<file path="src/include/pcts_pkg.sv">
// pcts_pkg: register map, field layout and timing constants for the
// configuration and test support block.
// assumes a 20 MHz pclk and a 32-bit apb register bus.
package pcts_pkg;
    // register byte offsets
    localparam logic [7:0] SIG_LO_OFF = 8'h00;  // signature bits 31:0
    localparam logic [7:0] SIG_HI_OFF = 8'h04;  // signature bits 63:32
    localparam logic [7:0] CFG_OFF = 8'h08;     // functional configuration word
    localparam logic [7:0] CTRL_OFF = 8'h0c;    // program / lock control
    localparam logic [7:0] STAT_OFF = 8'h10;    // status
    localparam logic [7:0] PRELOAD_OFF = 8'h14; // preload values
    localparam logic [7:0] POL_OFF = 8'h18;     // output polarity
    localparam logic [7:0] OE_OFF = 8'h1c;      // output enables
    localparam logic [7:0] PIN_OFF = 8'h20;     // synchronised pin levels
    localparam logic [7:0] MCELL_OFF = 8'h24;   // macrocell register state
    // control register fields
    localparam int CTRL_PROG_BIT = 0;    // start programming cycle
    localparam int CTRL_LOCK_BIT = 1;    // program the security lock
    localparam int CTRL_PRELOAD_BIT = 2; // force preload at next edge
    // status fields
    localparam int STAT_LOCK_BIT = 0;
    localparam int STAT_BUSY_BIT = 1;
    localparam int STAT_RSTDONE_BIT = 2;
    // value returned for configuration reads while locked
    localparam logic [31:0] LOCKED_READ_VALUE = 32'h0000_0000;
    localparam logic [31:0] SIG_RESET = 32'h0000_0000;
    // erase then write phase lengths of a programming cycle, in cycles
    localparam int ERASE_CYCLES = 8;
    localparam int WRITE_CYCLES = 8;
    // power-up reset, longest time in ns and cycle count
    localparam int TPR_NS = 1000;
    localparam int CLK_PERIOD_NS = 50;
    localparam int TPR_CYCLES = TPR_NS / CLK_PERIOD_NS;
    // programming sequencer states
    typedef enum logic [2:0] {
        PCTS_IDLE = 3'b001,
        PCTS_ERASE = 3'b010,
        PCTS_WRITE = 3'b100
    } pcts_prog_e;
endpackage

</file>
<file path="src/core/pcts_macrocell.sv">
// pcts_macrocell: one registered output cell with polarity, preload,
// clear term and set term, both taken at the pclk edge.
// assumes all inputs already sit in the pclk domain.
`timescale 1ns/1ps
module pcts_macrocell (
    input wire logic pclk,
    input wire logic presetn,
    input wire logic d,
    input wire logic invert,
    input wire logic preload_en,
    input wire logic preload_val,
    input wire logic async_clear_term,
    input wire logic sync_set_term,
    output logic q,
    output logic pin_level
);
    // register: clear and set act on the stored value, not the pin
    always_ff @(posedge pclk or negedge presetn) begin
        if (!presetn) begin
            q <= 1'b0;
        end else if (async_clear_term) begin
            q <= 1'b0;
        end else if (preload_en) begin
            q <= preload_val;
        end else if (sync_set_term) begin
            q <= 1'b1;
        end else begin
            q <= d;
        end
    end

    // pin level follows programmed polarity
    assign pin_level = q ^ invert;
endmodule

</file>
<file path="src/core/pcts_top.sv">
// pcts_top: signature store, security lock, programming sequencer,
// output preload and power-up reset for a bank of registered outputs.
// assumes an apb master on pclk; pins arrive asynchronously.
`timescale 1ns/1ps
module pcts_top #(
    parameter int NOUT = 12,
    parameter int NIN = 12
) (
    input wire logic pclk,
    input wire logic presetn,
    input wire logic psel,
    input wire logic penable,
    input wire logic pwrite,
    input wire logic [7:0] paddr,
    input wire logic [31:0] pwdata,
    output logic [31:0] prdata,
    output logic pready,
    output logic pslverr,
    input wire logic [NIN-1:0] in_pin,
    input wire logic [NIN-1:0] in_pin_driven,
    output logic [NOUT-1:0] out_pin_o,
    output logic [NOUT-1:0] out_pin_oe,
    output logic reset_done
);
    localparam int CW = $clog2(pcts_pkg::TPR_CYCLES + 1);
    localparam int PW = $clog2(pcts_pkg::ERASE_CYCLES + pcts_pkg::WRITE_CYCLES + 1);

    logic [31:0] sig_lo_r, sig_hi_r, cfg_r, stage_lo_r, stage_hi_r, stage_cfg_r;
    logic lock_r, lock_req_r, preload_r;
    logic [NOUT-1:0] preload_val_r, pol_r, oe_r, mcell_q, pin_lvl;
    logic [NIN-1:0] in_s1_r, in_s2_r, drv_s1_r, drv_s2_r, pin_val;
    logic [CW-1:0] por_cnt_r;
    logic [PW-1:0] prog_cnt_r;
    pcts_pkg::pcts_prog_e prog_r;
    logic wr_en, rd_en, prog_start;

    assign wr_en = psel && penable && pwrite;
    assign rd_en = psel && penable && !pwrite;
    assign prog_start = wr_en && paddr == pcts_pkg::CTRL_OFF
                        && pwdata[pcts_pkg::CTRL_PROG_BIT] && prog_r == pcts_pkg::PCTS_IDLE;

    // pin synchroniser; level and drive flag each pass two flops before use
    always_ff @(posedge pclk or negedge presetn) begin
        if (!presetn) begin
            in_s1_r <= '1;
            in_s2_r <= '1;
            drv_s1_r <= '1;
            drv_s2_r <= '1;
        end else begin
            in_s1_r <= in_pin;
            in_s2_r <= in_s1_r;
            drv_s1_r <= in_pin_driven;
            drv_s2_r <= drv_s1_r;
        end
    end

    // undriven pins read as one like a pull-up
    assign pin_val = in_s2_r | ~drv_s2_r;

    // power-up reset counter, done within the bounded time
    always_ff @(posedge pclk or negedge presetn) begin
        if (!presetn) begin
            por_cnt_r <= '0;
            reset_done <= 1'b0;
        end else if (por_cnt_r != CW'(pcts_pkg::TPR_CYCLES - 1)) begin
            por_cnt_r <= por_cnt_r + 1'b1;
        end else begin
            reset_done <= 1'b1;
        end
    end

    // programming sequencer: erase phase then write phase
    always_ff @(posedge pclk or negedge presetn) begin
        if (!presetn) begin
            prog_r <= pcts_pkg::PCTS_IDLE;
            prog_cnt_r <= '0;
        end else begin
            case (prog_r)
                pcts_pkg::PCTS_IDLE: begin
                    prog_cnt_r <= '0;
                    if (prog_start) begin
                        prog_r <= pcts_pkg::PCTS_ERASE;
                    end
                end
                pcts_pkg::PCTS_ERASE: begin
                    prog_cnt_r <= prog_cnt_r + 1'b1;
                    if (prog_cnt_r == PW'(pcts_pkg::ERASE_CYCLES - 1)) begin
                        prog_r <= pcts_pkg::PCTS_WRITE;
                    end
                end
                pcts_pkg::PCTS_WRITE: begin
                    prog_cnt_r <= prog_cnt_r + 1'b1;
                    if (prog_cnt_r == PW'(pcts_pkg::ERASE_CYCLES + pcts_pkg::WRITE_CYCLES - 1)) begin
                        prog_r <= pcts_pkg::PCTS_IDLE;
                    end
                end
                default: prog_r <= pcts_pkg::PCTS_IDLE;
            endcase
        end
    end

    // staging words written by software, committed by programming cycle
    always_ff @(posedge pclk or negedge presetn) begin
        if (!presetn) begin
            stage_lo_r <= pcts_pkg::SIG_RESET;
            stage_hi_r <= pcts_pkg::SIG_RESET;
            stage_cfg_r <= '0;
            lock_req_r <= 1'b0;
        end else if (wr_en && prog_r == pcts_pkg::PCTS_IDLE) begin
            if (paddr == pcts_pkg::SIG_LO_OFF) stage_lo_r <= pwdata;
            if (paddr == pcts_pkg::SIG_HI_OFF) stage_hi_r <= pwdata;
            if (paddr == pcts_pkg::CFG_OFF) stage_cfg_r <= pwdata;
            if (paddr == pcts_pkg::CTRL_OFF) lock_req_r <= pwdata[pcts_pkg::CTRL_LOCK_BIT];
        end
    end

    // stored array: erased then written; lock cleared only here
    always_ff @(posedge pclk or negedge presetn) begin
        if (!presetn) begin
            sig_lo_r <= pcts_pkg::SIG_RESET;
            sig_hi_r <= pcts_pkg::SIG_RESET;
            cfg_r <= '0;
            lock_r <= 1'b0;
        end else if (prog_r == pcts_pkg::PCTS_ERASE) begin
            sig_lo_r <= '0;
            sig_hi_r <= '0;
            cfg_r <= '0;
            lock_r <= 1'b0;
        end else if (prog_r == pcts_pkg::PCTS_WRITE) begin
            sig_lo_r <= stage_lo_r;
            sig_hi_r <= stage_hi_r;
            cfg_r <= stage_cfg_r;
            lock_r <= lock_req_r;
        end
    end

    // output configuration and one-shot preload request
    always_ff @(posedge pclk or negedge presetn) begin
        if (!presetn) begin
            pol_r <= '0;
            oe_r <= '0;
            preload_val_r <= '0;
            preload_r <= 1'b0;
        end else begin
            preload_r <= wr_en && paddr == pcts_pkg::CTRL_OFF
                         && pwdata[pcts_pkg::CTRL_PRELOAD_BIT];
            if (wr_en && paddr == pcts_pkg::POL_OFF) pol_r <= pwdata[NOUT-1:0];
            if (wr_en && paddr == pcts_pkg::OE_OFF) oe_r <= pwdata[NOUT-1:0];
            if (wr_en && paddr == pcts_pkg::PRELOAD_OFF) preload_val_r <= pwdata[NOUT-1:0];
        end
    end

    // macrocell bank; d from synced inputs, clear term from synced pins 0 and 1 until reset_done, set term tied low
    genvar g;
    generate
        for (g = 0; g < NOUT; g++) begin : g_cell
            pcts_macrocell u_cell (
                .pclk(pclk),
                .presetn(presetn),
                .d(pin_val[g % NIN]),
                .invert(pol_r[g]),
                .preload_en(preload_r),
                .preload_val(preload_val_r[g]),
                .async_clear_term(pin_val[0] & pin_val[1] & ~reset_done),
                .sync_set_term(1'b0),
                .q(mcell_q[g]),
                .pin_level(pin_lvl[g])
            );
        end
    endgenerate

    // registered pin drivers with polarity applied
    always_ff @(posedge pclk or negedge presetn) begin
        if (!presetn) begin
            out_pin_o <= '0;
            out_pin_oe <= '0;
        end else begin
            out_pin_o <= pin_lvl;
            out_pin_oe <= oe_r;
        end
    end

    // apb read data; signature always readable, config hidden when locked
    always_ff @(posedge pclk or negedge presetn) begin
        if (!presetn) begin
            prdata <= '0;
            pready <= 1'b0;
            pslverr <= 1'b0;
        end else begin
            pready <= psel && !penable;
            pslverr <= 1'b0;
            prdata <= '0;
            if (psel && !penable && !pwrite) begin
                case (paddr)
                    pcts_pkg::SIG_LO_OFF: prdata <= sig_lo_r;
                    pcts_pkg::SIG_HI_OFF: prdata <= sig_hi_r;
                    pcts_pkg::CFG_OFF: begin
                        prdata <= lock_r ? pcts_pkg::LOCKED_READ_VALUE : cfg_r;
                        pslverr <= lock_r;
                    end
                    pcts_pkg::CTRL_OFF: prdata <= {30'h0, lock_req_r, 1'b0};
                    pcts_pkg::STAT_OFF: prdata <= {29'h0, reset_done,
                        prog_r != pcts_pkg::PCTS_IDLE, lock_r};
                    pcts_pkg::PRELOAD_OFF: prdata <= 32'(preload_val_r);
                    pcts_pkg::POL_OFF: prdata <= 32'(pol_r);
                    pcts_pkg::OE_OFF: prdata <= 32'(oe_r);
                    pcts_pkg::PIN_OFF: prdata <= 32'(pin_val);
                    pcts_pkg::MCELL_OFF: prdata <= 32'(mcell_q);
                    default: pslverr <= 1'b1;
                endcase
            end else if (psel && !penable) begin
                case (paddr)
                    pcts_pkg::SIG_LO_OFF, pcts_pkg::SIG_HI_OFF, pcts_pkg::CFG_OFF,
                    pcts_pkg::CTRL_OFF, pcts_pkg::PRELOAD_OFF, pcts_pkg::POL_OFF,
                    pcts_pkg::OE_OFF: pslverr <= 1'b0;
                    default: pslverr <= 1'b1;
                endcase
            end
        end
    end
endmodule

</file>
<file path="config.mk">
export PLATFORM = sky130hd
export DESIGN_NAME = pcts_top
export DESIGN_NICKNAME = d
export VERILOG_FILES = /design/src/include/pcts_pkg.sv /design/src/core/pcts_macrocell.sv /design/src/core/pcts_top.sv
export SDC_FILE = /design/constraint.sdc
export NUM_CORES = 1
export LEC_CHECK = 0
export ABC_AREA = 1
export BUFFER_PORTS_ARGS = -buffer_cell sky130_fd_sc_hd__buf_2
export CELL_PAD_IN_SITES_DETAIL_PLACEMENT = 2
export CELL_PAD_IN_SITES_GLOBAL_PLACEMENT = 2
export CORE_ASPECT_RATIO = 1.25
export CORE_MARGIN = 4
export CORE_UTILIZATION = 41
export DETAILED_ROUTE_END_ITERATION = 8
export PLACE_DENSITY_LB_ADDON = 0.1
export SYNTH_ARGS = -nofsm -noshare
export SYNTH_HDL_FRONTEND = slang
export SYNTH_SLANG_ARGS = --single-unit
</file>
<file path="constraint.sdc">
create_clock -name pclk -period 2.4 [get_ports pclk]
set_input_delay 0.12 -clock pclk [delete_from_list [all_inputs] [get_ports pclk]]
set_output_delay 0.12 -clock pclk [all_outputs]
set_load 0.03 [all_outputs]
</file>
* Yosys cells after proc, flatten, opt, wreduce, memory -nomap -nowiden
Index checks and enable logic that the tools add are counted.
** Storage, ports and cells
- Register bits :: 363
- Latch bits :: 0
- RAM bits :: 0
- ROM bits :: 0
- Input port bits :: 69
- Output and inout bits :: 59
- Word-level logic and storage cells :: 144
- Memories kept :: 0
** Cells by class
- Add/subtract/negate cells :: 2
- Multiply operators :: 0
- Divide/modulo/power cells :: 0
- Order comparisons :: 0
- Eq/ne operators :: 19
- Shifts and indexed selects :: 0
- Mux-type cells :: 44
- Bitwise operators :: 17
- Reductions and logical operators :: 25
** Operator list (number)
- $pmux W32 S10 :: 1
- $mux W32 :: 8
- $eq A8 B5 Y1 const B :: 4
- $mux W1 :: 29
- $eq A8 B4 Y1 const B :: 2
- $eq A8 B6 Y1 const B :: 2
- $logic_and A1 B1 Y1 :: 12
- $not A12 Y12 :: 1
- $or A12 B12 Y12 :: 1
- $xor A1 B1 Y1 :: 12
- $add A5 B1 Y5 const B :: 2
- $pmux W5 S2 :: 1
- $mux W3 :: 3
- $pmux W3 S3 :: 1
- $reduce_or A9 Y1 :: 1
- $eq A8 B3 Y1 const B :: 1
- $logic_not A8 Y1 :: 1
- $reduce_and A2 Y1 :: 4
- $reduce_or A7 Y1 :: 1
- $ne A2 B2 Y1 const B :: 3
- $eq A5 B3 Y1 const B :: 1
- $eq A5 B4 Y1 const B :: 1
- $ne A5 B5 Y1 const B :: 1
- $reduce_bool A2 Y1 :: 2
- other kinds (10) :: 12

* Longest topological paths before layout
Gate-level depths: netlist of run 1.
- Word-level depth :: 7
- Gate-level depth with buffers :: 11
- Mapped depth without buffers :: 11

* Cells and area by module
From an unflattened synthesis of run 1, not the netlist that was laid out.
** Second synthesis, totals
- Cell total of the unflattened synthesis :: 1609
- Area, all modules :: 14928.1 sq um
** By module, submodules not included
- pcts_top :: times used 1, cells each 1477, area each 14117.3 sq um, seq. area each 8844.7 sq um
- pcts_macrocell :: times used 12, cells each 11, area each 67.6 sq um, seq. area each 25.0 sq um

* Worst setup path before layout of run 1
Ideal clock, no wire load.
- Kind :: register to register
- From :: register prog_cnt_r[0]
- To :: register prog_r[2]
- Arrival :: 1.389 ns
- Setup slack :: 0.894 ns
- Stages on the path, launching flop included :: 10
- Path buffers :: 0
- Clock period less this slack :: 1.506 ns
- Cells stage by stage :: dfrtp_1 -> ha_1 -> nand2_1 -> nor2_1 -> ha_1 -> or2_2 -> nand2_1 -> inv_1 -> nand3_1 -> nand2_1
** Between the ends
- Word-level cells in the longest chain between the ends :: 3
- Elaborated cells between the ends (all ways) :: 5
- Those cells by class :: eq/ne: 4; reduce/logical: 1
** RTL lines
- from (decl) :: line pcts_top.sv:33 : logic [PW-1:0] prog_cnt_r;
- from (signal assigned) :: line pcts_top.sv:86 : prog_cnt_r <= prog_cnt_r + 1'b1;
- from (signal assigned) :: line pcts_top.sv:92 : prog_cnt_r <= prog_cnt_r + 1'b1;
- $eq A5 B4 Y1 or $eq A5 B3 Y1 (tied branches) :: line pcts_top.sv:93, pcts_top.sv:87
- $ne A2 B2 Y1 (no line)
- $reduce_and A3 Y1 (no line) (*)
- to (signal assigned) :: line pcts_top.sv:88 : prog_r <= pcts_pkg::PCTS_WRITE;
- to (signal assigned) :: line pcts_top.sv:94 : prog_r <= pcts_pkg::PCTS_IDLE;
- to (signal assigned) :: line pcts_top.sv:97 : default: prog_r <= pcts_pkg::PCTS_IDLE;
- to (decl) :: line pcts_top.sv:34 : pcts_pkg::pcts_prog_e prog_r;
Mark *: on every way between the ends. The rest lies on a longest branch, timed or not.
A chain may end at the register's enable or synchronous reset.

* Final worst setup path of run 1
- From :: register prog_r[0]
- To :: register stage_hi_r[17]
** Between the ends
- Word-level cells in the longest chain between the ends :: 3
** RTL lines
- from (signal assigned) :: line pcts_top.sv:75 : prog_r <= pcts_pkg::PCTS_IDLE;
- from (signal assigned) :: line pcts_top.sv:82 : prog_r <= pcts_pkg::PCTS_ERASE;
- from (signal assigned) :: line pcts_top.sv:88
- $eq A3 B1 Y1 :: line pcts_top.sv:109 : end else if (wr_en && prog_r == pcts_pkg::PCTS_IDLE) begin
- $logic_and A1 B1 Y1 :: line pcts_top.sv:109
- $reduce_and A2 Y1 (no line)
- to (signal assigned) :: line pcts_top.sv:106 : stage_hi_r <= pcts_pkg::SIG_RESET;
- to (signal assigned) :: line pcts_top.sv:111 : if (paddr == pcts_pkg::SIG_HI_OFF) stage_hi_r <= pwdata;
- to (decl) :: line pcts_top.sv:28 : logic [31:0] sig_lo_r, sig_hi_r, cfg_r, stage_lo_r, stage_hi_r, stage_cfg_r;
No other way between the ends.

==> impl_metrics.yaml, run 1 <==
routing:
  vias: 11059
  post_drt_wl_per_cell_microns: 20.4
  vias_per_cell: 5.18
  drc_errors: 0
  wl_met3_mm: 1.35
  wl_met2_mm: 23.6
  top_layer: "met4"
  ant_nets: 0
  wl_mm: 43.5
  met1_length_mm: 17.6
  drt_iter0_markers: 515
  dr.pass1.iters: 4
logic_synthesis:
  synth_area_leaders: "dfrtp_1, nand2_1, dfstp_2, inv_1, o21ai_0"
  async_reset_ff_share_pct: 100
  synth-simple-area-share_pct: 15.9
  synth_nets: 1532
  synthMuxAreaShare_pct: 0
  synth_xor_area_share_pct: 0.918
  synth_seq_cells: 363
  synth_compound_area_share_pct: 11.6
  syn_area_per_cell_sq_um: 9.81
  ys_dominant_reg_cell: "dfrtp_1"
  yosys_warnings: 0
  ys_top_cells_by_count: "nand2_1, dfrtp_1, inv_1, o21ai_0, o21ai_1"
  synth_area_sq_mm: 0.0143
  synth_fa_ha_area_share_pct: 0.262
  yosysTopAreaCell: "dfrtp_1"
  synth_top_family_by_area: "simple AND/OR/NAND/NOR gates"
  synth_top_area_share_pct: 54.9
  synth.most_common_cell: "nand2_1"
  synth_cell_types: 39
  syn_inst: 1460
  yosysSeqAreaShare_pct: 63.9
  synth_edf_count: 0
floorplan:
  io_pins: 128
  rows: 76
  dieArea_sq_mm: 0.0380
  core_area_sq_mm: 0.0345
  start_util_pct: 41.5
  die_w_microns: 175
  die_y_microns: 217
place:
  placed_cell_area_sq_mm: 0.0155
  dpl.hpwl_mm: 26.3
  place.gp.congestion: 0.769
  preCtsSetupSlack_ns: 0.546
  port_buffers: 127
  dp.cells: 2015
pwr:
  power.leakage_uw: 0.00842
  powerDensity_mw_per_mm2: 756
  internal-power_uw: 9880
  pwr-share-seq_pct: 48.9
  clockPowerShare_pct: 43.8
  switching_share_pct: 24.2
  p_comb_share_pct: 7.3
  ir_drop_uv: 418
  p_sw_uw: 3150
status:
  status: "complete, no violations"
clock_tree:
  path_clk_slew_ns: 0.06
  cts_htree_levels: 2
  numCtsBuffers: 39
  clockBufferDepth: 3
  cts_resized: 0
  clock_latency_ns: 0.53
  cts_tree: "done"
  root_buffer: "clkbuf_16"
  cts_sinks: 363
critical_path:
  crit_type: "flip-flop to flip-flop"
  critPathMaxFanout: 64
  crit_required_ns: 2.78
  cp-start-kind: "flip-flop"
  cp-end-kind: "flip-flop"
  cp.arrival_ns: 2.28
flow_run:
  cap_viol_max_count: 0
sta:
  slew_headroom_pct: 50.3
  worst_slew_pin_slew_ns: 0.745
  fmax_mhz: 526
  drv_slew: 0
  layout_setup_ws_ns: 0.500
  hold_viol: 0
  setup_viol: 0
  clock_skew_ns: 0.0132
  tns_ns: 0
  fin_crit_ns: 1.90
  rsz0062_at_grt: "false"
  timing.hold.ws_ns: 0.0311
  period_share_pct: 79.2
global_route:
  antenna_found_initial: 1
  grt_pass1_wl_mm: 71.6
  grt_pass1_vias: 12638
  grt_use_total_pct: 23.6
  gr-total-overflow: 0
  grt_max_degree: 70
layout:
  multi_input_area_sq_mm: 0.00411
  seq_area_sq_mm: 0.00915
  syn2layout_area_growth_pct: 20.4
  fin_area_sq_mm: 0.0172
  fill_cells: 3589
  drive_gt1_share_pct: 18.3
  fin_nets: 1714
  layout.cells.non_filler: 2137
hold_path:
  hold_class: "input port to flip-flop"
-- registers in the layout, summed over array words and instances (netlist names), 32 cells and up --
signal and count:
prdata 32, stage_lo_r 32, sig_lo_r 32, sig_hi_r 32
stage_cfg_r 32, stage_hi_r 32, cfg_r 32
-- logic make-up (layout without fill, tap and decap cells) --
logic type | after synthesis | in the layout
buffers and inverters | 255 | 463
AOI/OAI and AO/OA | 286 | 286
DFF | 363 | 363
adders and majority gates | 3 | 3
other | 0 | 1
and+or+nand+nor | 538 | 538
xor gates and xnor gates | 15 | 15
-- final timing paths --
kind                       cells past startpoint  slack, ns       start        endpoint
hold reg to reg                                0       0.35  in_s1_r[8]      in_s2_r[8]
hold / removal                                 3       0.03  pwdata[10]  stage_hi_r[10]
max in group asynchronous                      3       1.45     presetn       cfg_r[27]
setup reg to reg                               6       0.50   prog_r[0]  stage_hi_r[17]
min in group asynchronous                      2       0.16     presetn   out_pin_oe[8]
setup / recovery                               6       0.50   prog_r[0]  stage_hi_r[17]
-- placed cells by master (no fill, tap or decap), types with 2 or more instances in the layout --
master           n
nor2_1          70
o22ai_1         19
a21oi_1          9
dfrtp_1        314
o22ai_2          3
nor3_1          12
a22o_1          36
clkbuf_16       39
inv_1          181
nand2_4          3
buf_12           8
clkbuf_1        11
dfstp_2         49
ha_1             3
o21ai_0        107
buf_4           19
nor2_2           6
xnor2_1          2
clkbuf_8         7
nor2_4           7
clkinv_2         8
nand3_1         83
nand2_2          7
dlygate4sd3_1   54
o21ai_1         97
buf_2          126
nand2_1        344
a21oi_2         10
inv_2            6
o31ai_1          2
xor2_1          13
-- through the flow --
stage,power (uW),util (%)
after detailed placement,7370,44.9
final,13000,49.9
after global routing,13600,49.9
after floorplan,6900,-
after CTS,13200,49.9
after global placement,7330,44.9
-- worst max-delay path, stage by stage (launching register included) --
cell and delay (ns):
dfstp_2 0.55, nand3_1 0.24, nor2_4 0.26, nand2_4 0.06, buf_4 0.35, nand2_1 0.17, o21ai_1 0.08
-- power groups by stage --
stage,Combinational (uW),Sequential (uW),Clock [uW]
5_1_grt,1070,6390,6170
3_5_place_dp,888,6480,0
2_1_floorplan,404,6490,0
4_1_cts,970,6380,5850
3_3_place_gp,862,6470,0
6_report,953,6380,5700
-- metal layers --
| metal | global-route usage, % | vias up |
|---|---|---|
| li1 | - | 5008 |
| met5 | 0 | - |
| met1 | 28.7 | 5770 |
| met2 | 44.1 | 203 |
| met4 | 5.97 | 0 |
| met3 | 2.99 | 78 |
-- repair_timing --
item | 4_1_cts | 5_1_grt
buffers inserted | 0 | 0
hold buffers | 54 | 0
endpoints found under the hold margin | 165 | 0
-- area by class of cell --
| type | instances | area share (%) |
|---|---|---|
| Antenna cell | 1 | 0.0145 |
| Multi-Input combinational cell | 842 | 23.9 |
| Tap cell | 468 | 3.40 |
| Clock inverter | 10 | 0.457 |
| Inverter | 188 | 4.11 |
| Timing Repair Buffer | 208 | 8.64 |
| Sequential cell | 363 | 53.1 |
| Clock buffer | 57 | 6.46 |
No activity file was read; power rests on OpenSTA's default activity.
==> inputs of run 2 (changes only) <==
Settings changed: ABC_AREA 1 to 0, CORE_UTILIZATION 41 to 38.
Clock period 2.4 ns to 1.6 ns, I/O delays scaled along.
==> run 2 against run 1 <==
Compared with the run above: the flow now finishes with violations (negative setup slack); sequential power grew 48%; routed wire length fell by 1.8%; highest routed layer unchanged; setup slack got worse by 0.91 ns; area after synthesis down 1.7%; clock skew increased by 0.0077 ns; synthesized cell count decreased by 34%; first-iteration DRC count is 6.6% lower; fmax is 5.3% lower.
==> impl_metrics.yaml, run 2 <==
status:
  status: "finished, violations left"
  violations: "negative setup slack"
pwr:
  clockPowerShare_pct: 46.4
  switching_share_pct: 22.5
  p_sw_uw: 4370
  powerDensity_mw_per_mm2: 1060
  p_comb_share_pct: 5.0
  ir_drop_uv: 700
  pwr-share-seq_pct: 48.7
  internal-power_uw: 15100
  power.leakage_uw: 0.00884
  p_total_uw: 19400
layout:
  layout.cells.non_filler: 1746
  mostFrequentLayoutCells: "dfrtp_1, a22o_1, buf_2"
  fin_area_sq_mm: 0.0183
  n_antenna_cell: 0
  layout_commonest_cell: "dfrtp_1"
  syn2layout_area_growth_pct: 30.0
  fin_nets: 1309
  drive_gt1_share_pct: 40.4
logic_synthesis:
  synth_area_sq_mm: 0.0141
  synthMuxAreaShare_pct: 13.3
  synth_fa_ha_area_share_pct: 0.267
  synth_area_leaders: "dfrtp_1, dfstp_2, a22o_1, mux2_2, mux2_4"
  yosysSeqAreaShare_pct: 65.0
  synth_nets: 1030
  synth.most_common_cell: "dfrtp_1"
  ys_top_cells_by_count: "dfrtp_1, a22o_1, mux2_2, dfstp_2, nor2_1"
  synth_edf_count: 0
  syn_area_per_cell_sq_um: 14.7
  ys_dominant_reg_cell: "dfrtp_1"
  syn_inst: 958
  synth_top_family_by_area: "multiplexers"
  yosysTopAreaCell: "dfrtp_1"
  synth_cell_types: 59
  yosys_warnings: 0
  async_reset_ff_share_pct: 100
  synth_seq_cells: 363
  synth_compound_area_share_pct: 12.7
  synth-simple-area-share_pct: 5.22
  synth_xor_area_share_pct: 0.995
  synth_top_area_share_pct: 55.8
sta:
  tns_ns: -32.71
  drv_slew: 0
  period_share_pct: 125
  timing.hold.ws_ns: 0.0583
  clock_skew_ns: 0.0208
  slew_headroom_pct: 53.5
  fin_crit_ns: 2.01
  rsz0062_at_grt: "true"
  setup_viol: 98
  fmax_mhz: 498
  hold_viol: 0
  layout_setup_ws_ns: -0.407
  worst_slew_pin_slew_ns: 0.695
global_route:
  grt_pass1_wl_mm: 66.7
  grt_pass1_vias: 10703
  grt_max_degree: 81
  grt_use_total_pct: 21.1
  antenna_found_initial: 0
  gr-total-overflow: 0
floorplan:
  io_pins: 128
  core_area_sq_mm: 0.0364
  die_w_microns: 180
  start_util_pct: 38.7
  dieArea_sq_mm: 0.0402
  rows: 78
  die_y_microns: 223
place:
  port_buffers: 127
  place.gp.congestion: 0.797
  dpl.hpwl_mm: 28.4
  placed_cell_area_sq_mm: 0.0162
  dp.cells: 1608
clock_tree:
  root_buffer: "clkbuf_16"
  cts_sinks: 363
  numCtsBuffers: 39
  clockBufferDepth: 3
  cts_htree_levels: 2
  clock_latency_ns: 0.55
  cts_tree: "done"
  path_clk_slew_ns: 0.06
routing:
  met1_length_mm: 17.9
  wl_mm: 42.7
  drt_iter0_markers: 481
  drc_errors: 0
  dr.pass1.iters: 4
  vias: 9388
  wl_met2_mm: 22.2
  top_layer: "met4"
  post_drt_wl_per_cell_microns: 24.5
  ant_nets: 0
  vias_per_cell: 5.38
  wl_met3_mm: 1.41
critical_path:
  crit_type: "flip-flop to flip-flop"
  crit_chain: "or3b_4 > and2b_4 > nand4_4 > buf_12 > mux2_4"
  critPathMaxFanout: 17
  slowest_stage: "dfstp_2"
  cp-end-kind: "flip-flop"
  cp.arrival_ns: 2.42
  crit_required_ns: 2.02
  slowest_delay_ns: 0.52
  cp-start-kind: "flip-flop"
hold_path:
  hold_class: "input port to flip-flop"
flow_run:
  cap_viol_max_count: 0
## run 2: cell types whose count changed after synthesis, moves of 18 or more
cell and change:
o21ai_0 -101, o21ai_1 -97, a22o_1 +93, o22ai_1 -19
a22oi_1 +30, nand3_1 -76, mux2_2 +98, inv_1 -175
nor2_1 -27, buf_2 -19, nand2_1 -325, mux2_1 +18
mux2_4 +30
## run 2: final timing paths
check	cells after the start	to	slack, ns	from
worst max-delay path	5	stage_cfg_r[15]	-0.41	prog_r[0]
worst min-delay path	4	pslverr	0.06	pwrite
worst max register to register	5	stage_cfg_r[15]	-0.41	prog_r[0]
worst min register to register	0	drv_s2_r[5]	0.35	drv_s1_r[5]
max in group asynchronous	3	oe_r[4]	0.28	presetn
min in group asynchronous	2	in_s2_r[10]	0.19	presetn
## run 2: repair_timing
action / 4_1_cts / 5_1_grt
cloned: 1 / 2
setup buffers: 0 / 5
endpoints found under the setup margin: 144 / 101
gates resized for setup: 9 / 12
pin swaps: 1 / 2
hold endpoints to repair: 497 / 0
hold buffers: 60 / 0
## run 2: cells by family after synthesis
logic type | Yosys count
and+or+nand+nor | 128
adders and majority gates | 3
muxes | 156
AOI/OAI and AO/OA | 219
buffers and inverters | 73
DFF | 363
xor gates and xnor gates | 16
## run 2: power by group through the flow
stage          clock network (uW)  registers (uW)  logic [uW]
2_1_floorplan                   0            9640         202
3_3_place_gp                    0            9610         838
3_5_place_dp                    0            9610         857
4_1_cts                      9300            9450         981
5_1_grt                      9790            9460        1060
6_report                     9010            9450         964
## run 2: final cells by class
cell class | instances | area, sq um
Tap cell | 480 | 601
Timing Repair Buffer | 305 | 2580
Sequential cell | 363 | 9150
Clock buffer | 54 | 1130
Clock inverter | 16 | 148
Inverter | 6 | 26.3
Fill cell | 3401 | 18100
Multi-Input combinational cell | 522 | 4670
## run 2: through the flow
step | setup WS, ns | util [%]
4_1_cts | -0.416 | 49.9
3_3_place_gp | -0.360 | 44.6
3_5_place_dp | -0.380 | 44.6
6_report | -0.407 | 50.3
5_1_grt | -0.452 | 50.3
2_1_floorplan | -0.412 | -
## run 2: worst max-delay path, delay by kind of cell (launching register included)
family | cells | cell delay [ns]
muxes | 1 | 0.31
DFF | 1 | 0.52
and+or+nand+nor | 3 | 0.84
buffers and inverters | 1 | 0.20
## run 2: layer usage
layer	vias to the layer above	GRT usage, %
met5	-	0
met2	182	37.6
met4	0	6.44
met1	5033	26.7
li1	4103	-
met3	70	3.13
